--- src/shared/scm_pkg.sv ---
// Purpose: Shared constants for the synthesizer control block.
// Assumes: Registers are 16 bits wide, one per aligned APB word.
// Notes: Calibration lengths stand in for the analog search time.
package scm_pkg;
    localparam int ADDR_W = 12;
    localparam int NUM_REGS = 9;
    localparam logic [3:0] IDX_CTRL0 = 4'h0;
    localparam logic [3:0] IDX_CFG = 4'h1;
    localparam logic [3:0] IDX_LDDLY = 4'h2;
    localparam logic [3:0] IDX_RDIV = 4'h3;
    localparam logic [3:0] IDX_NINT = 4'h4;
    localparam logic [3:0] IDX_NUML = 4'h5;
    localparam logic [3:0] IDX_NUMH = 4'h6;
    localparam logic [3:0] IDX_DENL = 4'h7;
    localparam logic [3:0] IDX_DENH = 4'h8;
    localparam logic [3:0] IDX_STAT = 4'h9;
    localparam int CTRL0_FCAL_BIT = 0;
    localparam int CFG_DIV_LSB = 0;
    localparam int CFG_DBL_BIT = 2;
    localparam int CFG_REF_MULTIPLIER_LSB = 3;
    localparam int CFG_KIND_BIT = 6;
    localparam int CFG_MUTE_BIT = 7;
    localparam int CFG_ORD_LSB = 8;
    localparam int CFG_MUX_BIT = 11;
    localparam int CFG_PDLY_BIT = 12;
    localparam logic [NUM_REGS-1:0][15:0] REG_RST = {
        16'h0000, 16'h0001, 16'h0000, 16'h0000, 16'h0028,
        16'h0101, 16'h0000, 16'h0008, 16'h0000};
    localparam logic [2:0] REF_MULTIPLIER_BYPASS = 3'h1;
    localparam logic [2:0] REF_MULTIPLIER_MIN = 3'h3;
    localparam logic [2:0] REF_MULTIPLIER_MAX = 3'h7;
    localparam logic [2:0] ORDER_MAX = 3'h4;
    localparam logic [15:0] AMP_CAL_TICKS = 16'h0010;
    localparam logic [15:0] FREQ_CAL_TICKS = 16'h0040;
    localparam logic [1:0] TUNE_LOCKED = 2'h2;
    localparam logic [1:0] TUNE_UNLOCKED = 2'h0;
    localparam logic [4:0] SPI_FRAME_LAST = 5'h17;
    localparam logic [4:0] SPI_HDR_LAST = 5'h07;
    typedef enum logic [1:0] {
        ST_IDLE = 2'b00,
        ST_CAL = 2'b01,
        ST_DELAY = 2'b10,
        ST_LOCK = 2'b11
    } scm_lock_e;
endpackage : scm_pkg

--- src/shared/scm_spi_if.sv ---
// Purpose: Carrier between the serial port and the register core.
// Assumes: One mclk domain.
// Notes: Read data is looked up combinationally from the held address.
`timescale 1ns/10ps
`default_nettype none
interface scm_spi_if;
    logic wrStb;
    logic [6:0] addr;
    logic [15:0] wdata;
    logic [15:0] rdata;
    logic sdo;
    logic readData;
    modport slave (output wrStb, output addr, output wdata, output sdo,
        output readData, input rdata);
    modport core (input wrStb, input addr, input wdata, input sdo,
        input readData, output rdata);
endinterface : scm_spi_if
`default_nettype wire

--- src/rtl/scm_synth_control.sv ---
// Purpose: Digital control of a fractional-N synthesizer with lock detect.
// Assumes: mclk is the reference clock; APB and serial pins share it.
// Notes: Calibration length is modelled by fixed state machine tick counts.
`timescale 1ns/10ps
`default_nettype none
module scm_synth_control (
    input wire logic mclk,
    input wire logic rst_n,
    input wire logic psel,
    input wire logic penable,
    input wire logic pwrite,
    input wire logic [11:0] paddr,
    input wire logic [31:0] pwdata,
    output logic [31:0] prdata,
    output logic pready,
    output logic pslverr,
    input wire logic sck,
    input wire logic sdi,
    input wire logic chipSelectN,
    input wire logic vtuneLocked,
    input wire logic pfdTick,
    output logic muxStatusOut,
    output logic rfOutEnable,
    output logic modulatorReset,
    output logic [15:0] feedbackDivide,
    output logic [2:0] modOrder,
    output logic refDoublerEn,
    output logic [2:0] refMultiplier,
    output logic bothEdges,
    output logic [3:0] pfdMulFactor,
    output logic [15:0] pfdDivFactor,
    output logic detectorDelaySel,
    output logic calBusy
);
    logic [15:0] regs_ff [0:scm_pkg::NUM_REGS-1];
    logic [31:0] prdata_ff;
    logic pslverr_ff;
    logic mux_status_out_ff;
    logic modRst_ff;
    logic [15:0] fbDiv_ff;
    logic [31:0] acc_ff;
    logic [15:0] cnt_ff;
    scm_pkg::scm_lock_e state_ff;
    scm_pkg::scm_lock_e nxtState;
    logic [15:0] nxtCnt;
    logic tick;
    logic [3:0] apbIdx;
    logic apbMapped;
    logic apbWr;
    logic spiWr;
    logic wrEn;
    logic [3:0] wrIdx;
    logic [15:0] wrRaw;
    logic [15:0] wrVal;
    logic r0Wr;
    logic [2:0] newMult;
    logic multOk;
    logic [1:0] calClkDiv;
    logic lockDetectKind;
    logic muteEn;
    logic muxReadback;
    logic [15:0] lockDetectDelay;
    logic [31:0] fracNumerator;
    logic [31:0] fracDenominator;
    logic [31:0] effDen;
    logic [32:0] accSum;
    logic accCarry;
    logic [15:0] calLen;
    logic lockDetect;
    logic [1:0] tuneLockReadback;
    logic [15:0] statusWord;
    logic nxtMux;

    scm_spi_if spiBus ();

    scm_spi_slave u_spi (
        .mclk(mclk),
        .rst_n(rst_n),
        .sck(sck),
        .sdi(sdi),
        .chipSelectN(chipSelectN),
        .bus(spiBus)
    );

    scm_tick_div u_tick (
        .mclk(mclk),
        .rst_n(rst_n),
        .calClkDiv(calClkDiv),
        .tick(tick)
    );

    function automatic logic [15:0] readReg(input logic [3:0] idx);
        logic [15:0] val;
        val = 16'h0000;
        if (idx == scm_pkg::IDX_STAT) begin
            val = statusWord;
        end else if (idx < scm_pkg::IDX_STAT) begin
            val = regs_ff[idx];
        end
        return val;
    endfunction : readReg

    // Field decode.
    assign calClkDiv = regs_ff[1][scm_pkg::CFG_DIV_LSB +: 2];
    assign refDoublerEn = regs_ff[1][scm_pkg::CFG_DBL_BIT];
    assign refMultiplier = regs_ff[1][scm_pkg::CFG_REF_MULTIPLIER_LSB +: 3];
    assign lockDetectKind = regs_ff[1][scm_pkg::CFG_KIND_BIT];
    assign muteEn = regs_ff[1][scm_pkg::CFG_MUTE_BIT];
    assign modOrder = regs_ff[1][scm_pkg::CFG_ORD_LSB +: 3];
    assign muxReadback = regs_ff[1][scm_pkg::CFG_MUX_BIT];
    assign detectorDelaySel = regs_ff[1][scm_pkg::CFG_PDLY_BIT];
    assign lockDetectDelay = regs_ff[2];
    assign fracNumerator = {regs_ff[6], regs_ff[5]};
    assign fracDenominator = {regs_ff[8], regs_ff[7]};
    assign effDen = (fracDenominator == 32'h0) ? 32'h1 : fracDenominator;

    // Reference path: the host keeps doubler and multiplier apart.
    assign bothEdges = refDoublerEn || (refMultiplier != scm_pkg::REF_MULTIPLIER_BYPASS);
    assign pfdMulFactor = {1'b0, refMultiplier} << refDoublerEn;
    assign pfdDivFactor = {8'h00, regs_ff[3][7:0]} * {8'h00, regs_ff[3][15:8]};

    // Register access: a serial write stalls a coincident APB access.
    assign apbIdx = paddr[5:2];
    assign apbMapped = (paddr[11:6] == 6'h0) && (paddr[1:0] == 2'h0)
                       && (apbIdx <= scm_pkg::IDX_STAT);
    assign pready = !spiBus.wrStb;
    assign apbWr = psel && penable && pwrite && pready && apbMapped;
    assign spiWr = spiBus.wrStb && (spiBus.addr[6:4] == 3'h0);
    assign wrEn = (spiWr || apbWr) && (wrIdx != scm_pkg::IDX_STAT);
    assign wrIdx = spiBus.wrStb ? spiBus.addr[3:0] : apbIdx;
    assign wrRaw = spiBus.wrStb ? spiBus.wdata : pwdata[15:0];
    assign newMult = wrRaw[scm_pkg::CFG_REF_MULTIPLIER_LSB +: 3];
    assign multOk = (newMult == scm_pkg::REF_MULTIPLIER_BYPASS)
                    || (newMult >= scm_pkg::REF_MULTIPLIER_MIN);
    assign wrVal = (wrIdx != scm_pkg::IDX_CFG || multOk) ? wrRaw
        : {wrRaw[15:6], refMultiplier, wrRaw[2:0]};
    assign r0Wr = wrEn && (wrIdx == scm_pkg::IDX_CTRL0);
    // A function read in a continuous assignment would miss register updates.
    always_comb begin
        spiBus.rdata = readReg(spiBus.addr[3:0] | {4{|spiBus.addr[6:4]}});
    end

    generate
        for (genvar gi = 0; gi < scm_pkg::NUM_REGS; gi++) begin : g_reg
            always_ff @(posedge mclk or negedge rst_n) begin
                if (!rst_n) begin
                    regs_ff[gi] <= scm_pkg::REG_RST[gi];
                end else if (wrEn && wrIdx == 4'(gi)) begin
                    regs_ff[gi] <= wrVal;
                end
            end
        end
    endgenerate

    always_ff @(posedge mclk or negedge rst_n) begin
        if (!rst_n) begin
            prdata_ff <= 32'h0;
            pslverr_ff <= 1'b0;
        end else if (psel && !penable) begin
            prdata_ff <= {16'h0000, readReg(apbIdx)};
            pslverr_ff <= !apbMapped;
        end
    end
    assign prdata = prdata_ff;
    assign pslverr = pslverr_ff && psel && penable;

    // Calibration and lock detect sequencing.
    assign calLen = regs_ff[0][scm_pkg::CTRL0_FCAL_BIT]
        ? scm_pkg::AMP_CAL_TICKS + scm_pkg::FREQ_CAL_TICKS
        : scm_pkg::AMP_CAL_TICKS;

    always_comb begin
        nxtState = state_ff;
        nxtCnt = cnt_ff;
        if (r0Wr) begin
            nxtState = scm_pkg::ST_CAL;
            nxtCnt = 16'h0;
        end else if (tick) begin
            case (state_ff)
                scm_pkg::ST_CAL: begin
                    nxtCnt = cnt_ff + 16'h1;
                    if (nxtCnt >= calLen) begin
                        nxtCnt = 16'h0;
                        nxtState = (lockDetectDelay == 16'h0)
                            ? scm_pkg::ST_LOCK : scm_pkg::ST_DELAY;
                    end
                end
                scm_pkg::ST_DELAY: begin
                    nxtCnt = cnt_ff + 16'h1;
                    if (nxtCnt >= lockDetectDelay) begin
                        nxtState = scm_pkg::ST_LOCK;
                    end
                end
                scm_pkg::ST_IDLE,
                scm_pkg::ST_LOCK: begin
                    nxtCnt = 16'h0;
                end
                default: begin
                    nxtState = scm_pkg::ST_IDLE;
                end
            endcase
        end
    end

    always_ff @(posedge mclk or negedge rst_n) begin
        if (!rst_n) begin
            state_ff <= scm_pkg::ST_IDLE;
            cnt_ff <= 16'h0;
        end else begin
            state_ff <= nxtState;
            cnt_ff <= nxtCnt;
        end
    end

    assign calBusy = (state_ff == scm_pkg::ST_CAL);
    assign lockDetect = lockDetectKind ? vtuneLocked
        : (state_ff == scm_pkg::ST_LOCK);
    assign tuneLockReadback = (lockDetectKind && vtuneLocked)
        ? scm_pkg::TUNE_LOCKED : scm_pkg::TUNE_UNLOCKED;
    assign rfOutEnable = !(muteEn && !lockDetect);
    assign statusWord = {8'h00, bothEdges, !rfOutEnable, tuneLockReadback,
                         lockDetect, state_ff, calBusy};

    // The pin returns serial read data or the lock indication.
    assign nxtMux = muxReadback ? (spiBus.readData && spiBus.sdo)
                                : lockDetect;

    // Fractional accumulator; orders above one share the first-order carry.
    assign accSum = {1'b0, acc_ff} + {1'b0, fracNumerator};
    assign accCarry = (modOrder != 3'h0) && (accSum >= {1'b0, effDen});

    always_ff @(posedge mclk or negedge rst_n) begin
        if (!rst_n) begin
            acc_ff <= 32'h0;
            fbDiv_ff <= 16'h0;
            modRst_ff <= 1'b0;
            mux_status_out_ff <= 1'b0;
        end else begin
            modRst_ff <= r0Wr;
            mux_status_out_ff <= nxtMux;
            if (r0Wr || modOrder == 3'h0) begin
                acc_ff <= 32'h0;
            end else if (pfdTick) begin
                acc_ff <= accCarry ? 32'(accSum - {1'b0, effDen}) : accSum[31:0];
            end
            if (pfdTick) begin
                fbDiv_ff <= regs_ff[4] + {15'h0, accCarry};
            end
        end
    end
    assign muxStatusOut = mux_status_out_ff;
    assign modulatorReset = modRst_ff;
    assign feedbackDivide = fbDiv_ff;
endmodule : scm_synth_control
`default_nettype wire

--- src/rtl/scm_tick_div.sv ---
// Purpose: State machine clock enable, reference divided by 1, 2, 4 or 8.
// Assumes: mclk is the reference clock.
// Notes: A tick replaces a divided clock so the block keeps one domain.
`timescale 1ns/10ps
`default_nettype none
module scm_tick_div (
    input wire logic mclk,
    input wire logic rst_n,
    input wire logic [1:0] calClkDiv,
    output logic tick
);
    logic [2:0] cnt_ff;
    logic [2:0] wrapAt;

    assign wrapAt = (calClkDiv == 2'h0) ? 3'h0 :
                    (calClkDiv == 2'h1) ? 3'h1 :
                    (calClkDiv == 2'h2) ? 3'h3 : 3'h7;
    assign tick = (cnt_ff == wrapAt);

    always_ff @(posedge mclk or negedge rst_n) begin
        if (!rst_n) begin
            cnt_ff <= 3'h0;
        end else begin
            cnt_ff <= tick ? 3'h0 : cnt_ff + 3'h1;
        end
    end
endmodule : scm_tick_div
`default_nettype wire

--- src/rtl/scm_spi_slave.sv ---
// Purpose: Serial programming port: 24-bit frames, read/write bit first.
// Assumes: Pins are synchronous to mclk and sck is far slower than mclk.
// Notes: Frame is rw, 7 address bits, 16 data bits, most significant first.
`timescale 1ns/10ps
`default_nettype none
module scm_spi_slave (
    input wire logic mclk,
    input wire logic rst_n,
    input wire logic sck,
    input wire logic sdi,
    input wire logic chipSelectN,
    scm_spi_if.slave bus
);
    logic sckQ_ff;
    logic [4:0] bitCnt_ff;
    logic [22:0] shIn_ff;
    logic [15:0] outSh_ff;
    logic isRead_ff;
    logic dataPh_ff;
    logic loaded_ff;
    logic sdo_ff;
    logic wrStb_ff;
    logic [6:0] addr_ff;
    logic [15:0] wdata_ff;
    logic rise;
    logic fall;
    localparam logic [4:0] SPI_LAST = scm_pkg::SPI_FRAME_LAST;

    assign rise = sck && !sckQ_ff && !chipSelectN;
    assign fall = !sck && sckQ_ff && !chipSelectN;
    assign bus.wrStb = wrStb_ff;
    assign bus.addr = addr_ff;
    assign bus.wdata = wdata_ff;
    assign bus.sdo = sdo_ff;
    assign bus.readData = dataPh_ff && isRead_ff;

    always_ff @(posedge mclk or negedge rst_n) begin
        if (!rst_n) begin
            sckQ_ff <= 1'b0;
            bitCnt_ff <= 5'h0;
            shIn_ff <= 23'h0;
            outSh_ff <= 16'h0;
            isRead_ff <= 1'b0;
            dataPh_ff <= 1'b0;
            loaded_ff <= 1'b0;
            sdo_ff <= 1'b0;
            wrStb_ff <= 1'b0;
            addr_ff <= 7'h0;
            wdata_ff <= 16'h0;
        end else begin
            sckQ_ff <= sck;
            wrStb_ff <= 1'b0;
            if (chipSelectN) begin
                bitCnt_ff <= 5'h0;
                dataPh_ff <= 1'b0;
                isRead_ff <= 1'b0;
                loaded_ff <= 1'b0;
                sdo_ff <= 1'b0;
            end else if (rise) begin
                shIn_ff <= {shIn_ff[21:0], sdi};
                if (bitCnt_ff != SPI_LAST) begin
                    bitCnt_ff <= bitCnt_ff + 5'h1;
                end
                if (bitCnt_ff == scm_pkg::SPI_HDR_LAST) begin
                    addr_ff <= {shIn_ff[5:0], sdi};
                    isRead_ff <= shIn_ff[6];
                    dataPh_ff <= 1'b1;
                end
                if (bitCnt_ff == SPI_LAST && !isRead_ff) begin
                    wrStb_ff <= 1'b1;
                    wdata_ff <= {shIn_ff[14:0], sdi};
                end
            end else if (fall && dataPh_ff && isRead_ff) begin
                loaded_ff <= 1'b1;
                sdo_ff <= loaded_ff ? outSh_ff[15] : bus.rdata[15];
                outSh_ff <= loaded_ff ? {outSh_ff[14:0], 1'b0}
                                      : {bus.rdata[14:0], 1'b0};
            end
        end
    end
endmodule : scm_spi_slave
`default_nettype wire

--- config.mk ---
export PLATFORM = sky130hd
export DESIGN_NAME = scm_synth_control
export DESIGN_NICKNAME = d
export VERILOG_FILES = /design/src/shared/scm_pkg.sv /design/src/shared/scm_spi_if.sv /design/src/rtl/scm_synth_control.sv /design/src/rtl/scm_tick_div.sv /design/src/rtl/scm_spi_slave.sv
export SDC_FILE = /design/constraint.sdc
export NUM_CORES = 1
export LEC_CHECK = 0
export BUFFER_PORTS_ARGS = -buffer_cell sky130_fd_sc_hd__buf_4
export CELL_PAD_IN_SITES_DETAIL_PLACEMENT = 0
export CELL_PAD_IN_SITES_GLOBAL_PLACEMENT = 1
export CORE_MARGIN = 3
export CORE_UTILIZATION = 48
export CTS_BUF_LIST = sky130_fd_sc_hd__clkbuf_4 sky130_fd_sc_hd__clkbuf_8 sky130_fd_sc_hd__clkbuf_16
export DETAILED_ROUTE_END_ITERATION = 10
export GPL_TIMING_DRIVEN = 0
export PLACE_DENSITY_LB_ADDON = 0.1
export RECOVER_POWER = 100
export SLEW_MARGIN = 0
export SYNTH_ARGS = -nofsm -noshare
export SYNTH_HDL_FRONTEND = slang
export SYNTH_SLANG_ARGS = --single-unit
--- constraint.sdc ---
create_clock -name mclk -period 7 [get_ports mclk]
set_input_delay 1.4 -clock mclk [delete_from_list [all_inputs] [get_ports mclk]]
set_output_delay 1.4 -clock mclk [all_outputs]
set_load 0.02 [all_outputs]
==> results of run 1 <==
[how the worst max path moves through the flow]
stage	endpoint	slack, ns	cells after the start	from
final	pfdDivFactor[13]	0.31	16	regs_ff[94]$_DFFE_PN0P_
after global routing	feedbackDivide[15]$_DFFE_PN0P_	0.03	26	fracNumerator[16]$_DFFE_PN0P_
after CTS	pfdDivFactor[13]	0.01	17	regs_ff[93]$_DFFE_PN0P_
after detailed placement	feedbackDivide[15]$_DFFE_PN0P_	0.12	26	fracNumerator[3]$_DFFE_PN0P_
after global placement	feedbackDivide[15]$_DFFE_PN0P_	0.16	26	fracNumerator[3]$_DFFE_PN0P_
after floorplan	pfdDivFactor[15]	0.99	16	regs_ff[80]$_DFFE_PN1P_
[state kept, by name (all words and copies together) (netlist names), 32 cells and up]
register and flops:
fracDenominator 32, regs_ff 51, acc_ff 32, fracNumerator 32
[per-stage QoR]
step	hold WS, ns	setup WS, ns	power (mW)	instance area, sq um	util (%)
final	0.483	0.308	6.85	23400	55.4
after global placement	0.463	0.160	4.83	22100	52.4
after detailed placement	0.472	0.120	4.88	22400	53.1
after floorplan	0.449	0.986	4.05	20700	-
after global routing	0.511	0.0269	7.23	23400	55.4
after CTS	0.481	0.0146	6.86	23600	56.0
[routing by layer]
layer	vias up	GRT usage (%)	routed length [um]
met3	191	5.01	5550
met1	9309	43.8	30500
met5	-	0	11
met4	2	13.7	3820
li1	8533	-	-
met2	831	52.6	34200
[worst max-delay path, delay by kind of cell (launching register included)]
family          cells  cell delay [ns]
flops               1             0.65
simple gates        3             0.43
xor+xnor            1             0.12
compound gates      5             0.91
fa+ha+maj           5             2.40
buf+inv             2             0.23
[Yosys cell counts (all sizes together), types with 18 or more instances]
cell type    n  share of area, %
dfrtp      290                35
a21oi      260               6.3
nor2       247               4.5
nand2      223               4.1
inv        146               2.7
o21ai      146               3.6
ha         123               7.5
clkbuf     109               2.0
xnor2       63               2.7
and2        60               1.8
mux2i       51               2.5
mux2        44               2.4
buf         41               1.2
nor3        40               1.0
fa          38               3.7
nand3       37              0.90
a31oi       34               1.1
xor2        33               1.4
a21o        32               1.2
mux4        32               3.5
o221ai      31               1.3
nand4       24              0.73
nor4        19              0.58
nand2b      18              0.55
[cells in the final DEF, fill, tap and decap left out, drive strengths merged, types with 7 or more instances in the layout]
cell type,count
clkbuf,219
dfrtp,290
inv,146
nand4,24
and2,60
o21a,10
a22o,7
o21ai,146
mux2,44
a32oi,11
nor3,40
o21bai,10
clkinv,14
a21oi,260
and3,10
mux2i,51
mux4,32
xnor2,63
nand3,37
a221oi,7
fa,38
nand2b,18
nor4,19
a21o,32
nor2b,17
nor2,247
o221ai,31
a211oi,15
a31oi,34
ha,123
conb,16
or3,12
buf,93
xor2,33
nand2,223
[where the power goes]
group	internal [mW]	switching (mW)	total, mW
clock	1.17	0.790	1.96
combinational	1.11	1.72	2.83
sequential	1.88	0.174	2.05
[layout make-up]
type / count / area share (%)
buffer: 134 / 2.55
clock buffer: 48 / 4.47
clock inverter: 19 / 0.882
inverter: 146 / 2.36
multi-input combinational: 1751 / 51.7
sequential: 296 / 31.7
tap: 539 / 2.88
timing repair buffer: 130 / 3.42
[cell families (layout without fill, tap and decap cells)]
logic type / count (synthesis) / count (layout) / synth area share [%]
AO/OA/AOI/OAI: 625 / 625 / 18.5
XOR/XNOR: 96 / 96 / 4.08
adder cells (fa/ha/maj): 161 / 161 / 11.2
buffers and inverters: 296 / 477 / 5.89
flip-flops: 296 / 296 / 36.0
multiplexers: 127 / 127 / 8.38
other: 1 / 16 / 0.0182
AND/OR/NAND/NOR: 726 / 726 / 16.0
[timing repair]
action,CTS,global route
resized for setup,0,17
pin swaps,0,1
setup endpoints to repair,2,18
setup buffers,0,11
==> results.sh, run 1 <==
export IMPL_final_fill_count=3990
export IMPL_cpPeakStageDelay_ns=0.65
export IMPL_fin_cells=3063
export IMPL_diodes=0
export IMPL_antenna_found_initial=3
export IMPL_overflow=0
export IMPL_clockBufferDepth=3
export IMPL_rsz0062_at_grt="no"
export IMPL_dr_total_vias=18900
export IMPL_outcome="finished with violations"
export IMPL_worst_pin_slew_ns=3.50
export IMPL_ys_ff_latch=296
export IMPL_path_class="flop to primary output"
export IMPL_routed_wl_um=74100
export IMPL_final_setup_tns_ns=0
export IMPL_area_growth_pct=13.6
export IMPL_place_congestion=1.01
export IMPL_violations="capacitance limit, slew limit"
export IMPL_tritoncts="yes"
export IMPL_dp_cells=3001
export IMPL_r2r_end="feedbackDivide[15]$_DFFE_PN0P_"
export IMPL_start_kind="flop"
export IMPL_async_reset_ff_share_pct=100
export IMPL_cts_root_buf="clkbuf_16"
export IMPL_max_cap_viol_count=5
export IMPL_drc=0
export IMPL_slew_headroom_pct=-133
export IMPL_required_ns=5.60
export IMPL_drt_pass1_iterations=8
export IMPL_grt_pass1_wl_um=111000
export IMPL_drv_slew=217
export IMPL_hold_path_depth=1
export IMPL_peakVddDrop_mv=0.203
export IMPL_power_density_nw_per_um2=292
export IMPL_clkSinkCount=296
export IMPL_drtAntennaViolNets=0
export IMPL_grt_usage_pct=32.5
export IMPL_report_final_hold_viol_count=0
export IMPL_leakagePower_nw=10.7
export IMPL_start_util_pct=48.8
export IMPL_ys_warn_count=0
export IMPL_reg2regPathDepth=26
export IMPL_fin_nets=2711
export IMPL_cts_made_buffers=37
export IMPL_htreeDepth=2
export IMPL_clock_fmax_mhz=149
export IMPL_crit_fanout=11
export IMPL_cp_end_kind="primary output"
export IMPL_clkTransAtPathRegs_ns=0.06
export IMPL_cts_hold_fix_buffers=0
export IMPL_syn_cell_area_sq_um=20600
export IMPL_die_area_sq_um=45500
export IMPL_skew_ns=0.0183
export IMPL_finalCritPeriodShare_pct=95.6
export IMPL_hp_start="u_tick.cnt_ff[0]$_DFF_PN0_"
export IMPL_path_cells="nand2_1 > fa_1 > fa_1 > inv_1 > fa_1 > fa_1 > ha_1 > a21boi_0 > o21ai_0 > nand2_1 > a21o_1 > a21oi_2 > a2bb2oi_2 > nor2b_2 > xnor2_1 > buf_4"
export IMPL_grt_pass1_vias=18200
export IMPL_clkLatencyLatePin_ns=0.55
export IMPL_multi_input_area_sq_um=12100
export IMPL_hpwl_um=58600
export IMPL_setup_viol=0
export IMPL_synthCells=2328
export IMPL_r2r_setup_slack_ns=0.45
export IMPL_hold_end="u_tick.cnt_ff[0]$_DFF_PN0_"
export IMPL_r2r_start="fracNumerator[16]$_DFFE_PN0P_"
export IMPL_hold_path_class="flop to flop"
export IMPL_drt_iter0_markers=1625
export IMPL_yosysUniqueCellTypes=80
export IMPL_slowest_stage="dfrtp_1"
export IMPL_seq_area_sq_um=7420
export IMPL_ys_seq_area_share_pct=36.0
export IMPL_chipWidth_um=213
export IMPL_avgSynthCellArea_sq_um=8.85
export IMPL_synth_edff_count=0
export IMPL_rows=75
export IMPL_drive_gt1_share_pct=11.5
export IMPL_design_core_area_sq_um=42200
export IMPL_synthFlopType="dfrtp_1"
export IMPL_min_period_ns=6.69
export IMPL_via_per_inst=6.16
export IMPL_grt_max_degree=97
export IMPL_ios=137
export IMPL_fp_dieH_um=213
export IMPL_cp_common_cell="fa_1"
export IMPL_routedWlPerCell_um=24.2
export IMPL_port_buffers=102
export IMPL_cp_arrival_ns=5.29
(Power assumes the default switching activity.)
==> inputs of run 2 (changes only) <==
clock period = 6.4 ns   (was 7 ns; I/O delays follow)
==> run 2 against run 1 <==
Net effect: the run still ends with capacitance limit, slew limit left; critical endpoint unchanged; power increased by 10%; final area increased by 1.4%; worst setup slack lost 0.12 ns.
==> results.sh, run 2 (synthesis results as in run 1) <==
export IMPL_chipWidth_um=213
export IMPL_cp_common_cell="fa_1"
export IMPL_clockBufferDepth=3
export IMPL_cts_root_buf="clkbuf_16"
export IMPL_final_fill_count=3960
export IMPL_timing_hold_ws_ns=0.480
export IMPL_drt_pass1_iterations=6
export IMPL_hp_start="u_tick.cnt_ff[0]$_DFF_PN0_"
export IMPL_outcome="finished with violations"
export IMPL_place_congestion=1.01
export IMPL_clkLatencyLatePin_ns=0.55
export IMPL_design_core_area_sq_um=42200
export IMPL_grt_pass1_wl_um=112000
export IMPL_pwr_share_comb_pct=41.8
export IMPL_intPower_mw=4.60
export IMPL_start_kind="flop"
export IMPL_hpwl_um=58600
export IMPL_slew_headroom_pct=-130
export IMPL_peakVddDrop_mv=0.232
export IMPL_cp_arrival_ns=4.93
export IMPL_htreeDepth=2
export IMPL_area_growth_pct=15.2
export IMPL_r2r_start="fracNumerator[5]$_DFFE_PN0P_"
export IMPL_path_class="flop to primary output"
export IMPL_seq_area_sq_um=7430
export IMPL_cp_end_kind="primary output"
export IMPL_slowest_stage="fa_1"
export IMPL_mostFrequentLayoutCell="dfrtp_1"
export IMPL_required_ns=5.12
export IMPL_drv_slew=230
export IMPL_antenna_found_initial=2
export IMPL_violations="capacitance limit, slew limit"
export IMPL_diodes=0
export IMPL_hold_path_class="flop to flop"
export IMPL_seqPwrFrac_pct=29.7
export IMPL_multi_input_area_sq_um=12300
export IMPL_drt_iter0_markers=1783
export IMPL_die_area_sq_um=45500
export IMPL_path_cells="buf_4 > buf_4 > and2_1 > fa_1 > inv_1 > fa_1 > fa_1 > inv_1 > fa_1 > ha_4 > a21o_1 > a21oi_2 > a2bb2oi_2 > nor2b_4 > xnor2_1 > buf_4"
export IMPL_total_power_mw=7.55
export IMPL_pre_cts_ws_ns=-0.480
export IMPL_skew_ns=0.0220
export IMPL_finalCritPeriodShare_pct=97.1
export IMPL_clock_fmax_mhz=161
export IMPL_crit_fanout=6
export IMPL_fin_nets=2727
export IMPL_rows=75
export IMPL_p_sw_mw=2.95
export IMPL_drtAntennaViolNets=0
export IMPL_clkSinkCount=296
export IMPL_drc=0
export IMPL_start_util_pct=48.8
export IMPL_p_sw_share_pct=39.1
export IMPL_grt_usage_pct=32.7
export IMPL_worst_pin_slew_ns=3.45
export IMPL_setup_viol=0
export IMPL_largest_reg_flops=51
export IMPL_power_density_nw_per_um2=318
export IMPL_tritoncts="yes"
export IMPL_routed_wl_um=74800
export IMPL_cpPeakStageDelay_ns=0.53
export IMPL_critPathLaunch="regs_ff[92]$_DFFE_PN0P_"
export IMPL_cts_made_buffers=37
export IMPL_fp_dieH_um=213
export IMPL_fin_ws_ns=0.186
export IMPL_layout_common_cells="dfrtp_1, a21oi_1, nor2_1"
export IMPL_min_period_ns=6.21
export IMPL_grt_pass1_vias=18200
export IMPL_leakagePower_nw=10.8
export IMPL_ios=137
export IMPL_routedWlPerCell_um=24.3
export IMPL_via_per_inst=6.12
export IMPL_p_clk_share_pct=28.5
export IMPL_dr_total_vias=18900
export IMPL_reg2regPathDepth=26
export IMPL_port_buffers=102
export IMPL_overflow=0
export IMPL_grt_max_degree=97
export IMPL_hold_path_depth=1
export IMPL_report_final_hold_viol_count=0
export IMPL_regMostFlops="regs_ff"
export IMPL_clkTransAtPathRegs_ns=0.06
export IMPL_max_cap_viol_count=6
export IMPL_drive_gt1_share_pct=13.7
## run 2: final timing paths
path | slack [ns] | endpoint
max in group asynchronous | 1.06 | regs_ff[86]$_DFFE_PN0P_
setup / recovery | 0.19 | pfdDivFactor[13]
hold / removal | 0.48 | u_tick.cnt_ff[0]$_DFF_PN0_
min in group asynchronous | 1.89 | acc_ff[16]$_DFFE_PN0P_
hold reg to reg | 0.48 | u_tick.cnt_ff[0]$_DFF_PN0_
setup reg to reg | 0.28 | feedbackDivide[8]$_DFFE_PN0P_
## run 2: final cells by class
type | count | area share, %
Buffer | 129 | 2.45
Clock buffer | 48 | 4.41
Clock inverter | 19 | 0.870
Inverter | 146 | 2.32
Multi-Input combinational cell | 1751 | 51.7
Sequential cell | 296 | 31.3
Tap cell | 539 | 2.84
Timing Repair Buffer | 151 | 4.11
## run 2: worst max-delay path: cells and delay by family (launching register included)
family,cells,cell delay [ns]
flops,1,0.46
compound gates,3,0.53
simple gates,2,0.33
buf+inv,5,0.63
fa+ha+maj,5,2.29
xor+xnor,1,0.12
## run 2: power by group through the flow
stage / sequential [mW] / clock [mW] / combinational, mW
after floorplan: 2.22 / 0 / 2.22
after global placement: 2.26 / 0 / 3.02
after detailed placement: 2.26 / 0 / 3.08
after CTS: 2.24 / 2.17 / 3.10
after global routing: 2.26 / 2.25 / 3.47
final: 2.24 / 2.15 / 3.15
## run 2: what timing repair did
item | in CTS | in global routing
buffers inserted | 16 | 16
resized for setup | 25 | 39
endpoints found under the setup margin | 20 | 19
hold buffers | 0 | 0
cloned | 0 | 0
pin swaps | 5 | 23
## run 2: metrics by stage
stage / area [sq um] / instances / utilization, % / setup TNS [ns]
2_1_floorplan: 20700 / 2343 / - / 0
3_3_place_gp: 22100 / 2984 / 52.4 / -3.80
3_5_place_dp: 22400 / 3001 / 53.1 / -4.33
4_1_cts: 23800 / 3067 / 56.3 / -0.00732
5_1_grt: 23700 / 3079 / 56.2 / -0.0479
6_report: 23700 / 3079 / 56.2 / 0
## run 2: metal layers
layer / up-vias / routed length (um) / GRT usage (%)
li1: 8571 / - / -
met5: - / 0 / 0
met4: 0 / 3850 / 14.5
met3: 169 / 5780 / 4.98
met1: 9237 / 30400 / 43.8
met2: 880 / 34800 / 52.9
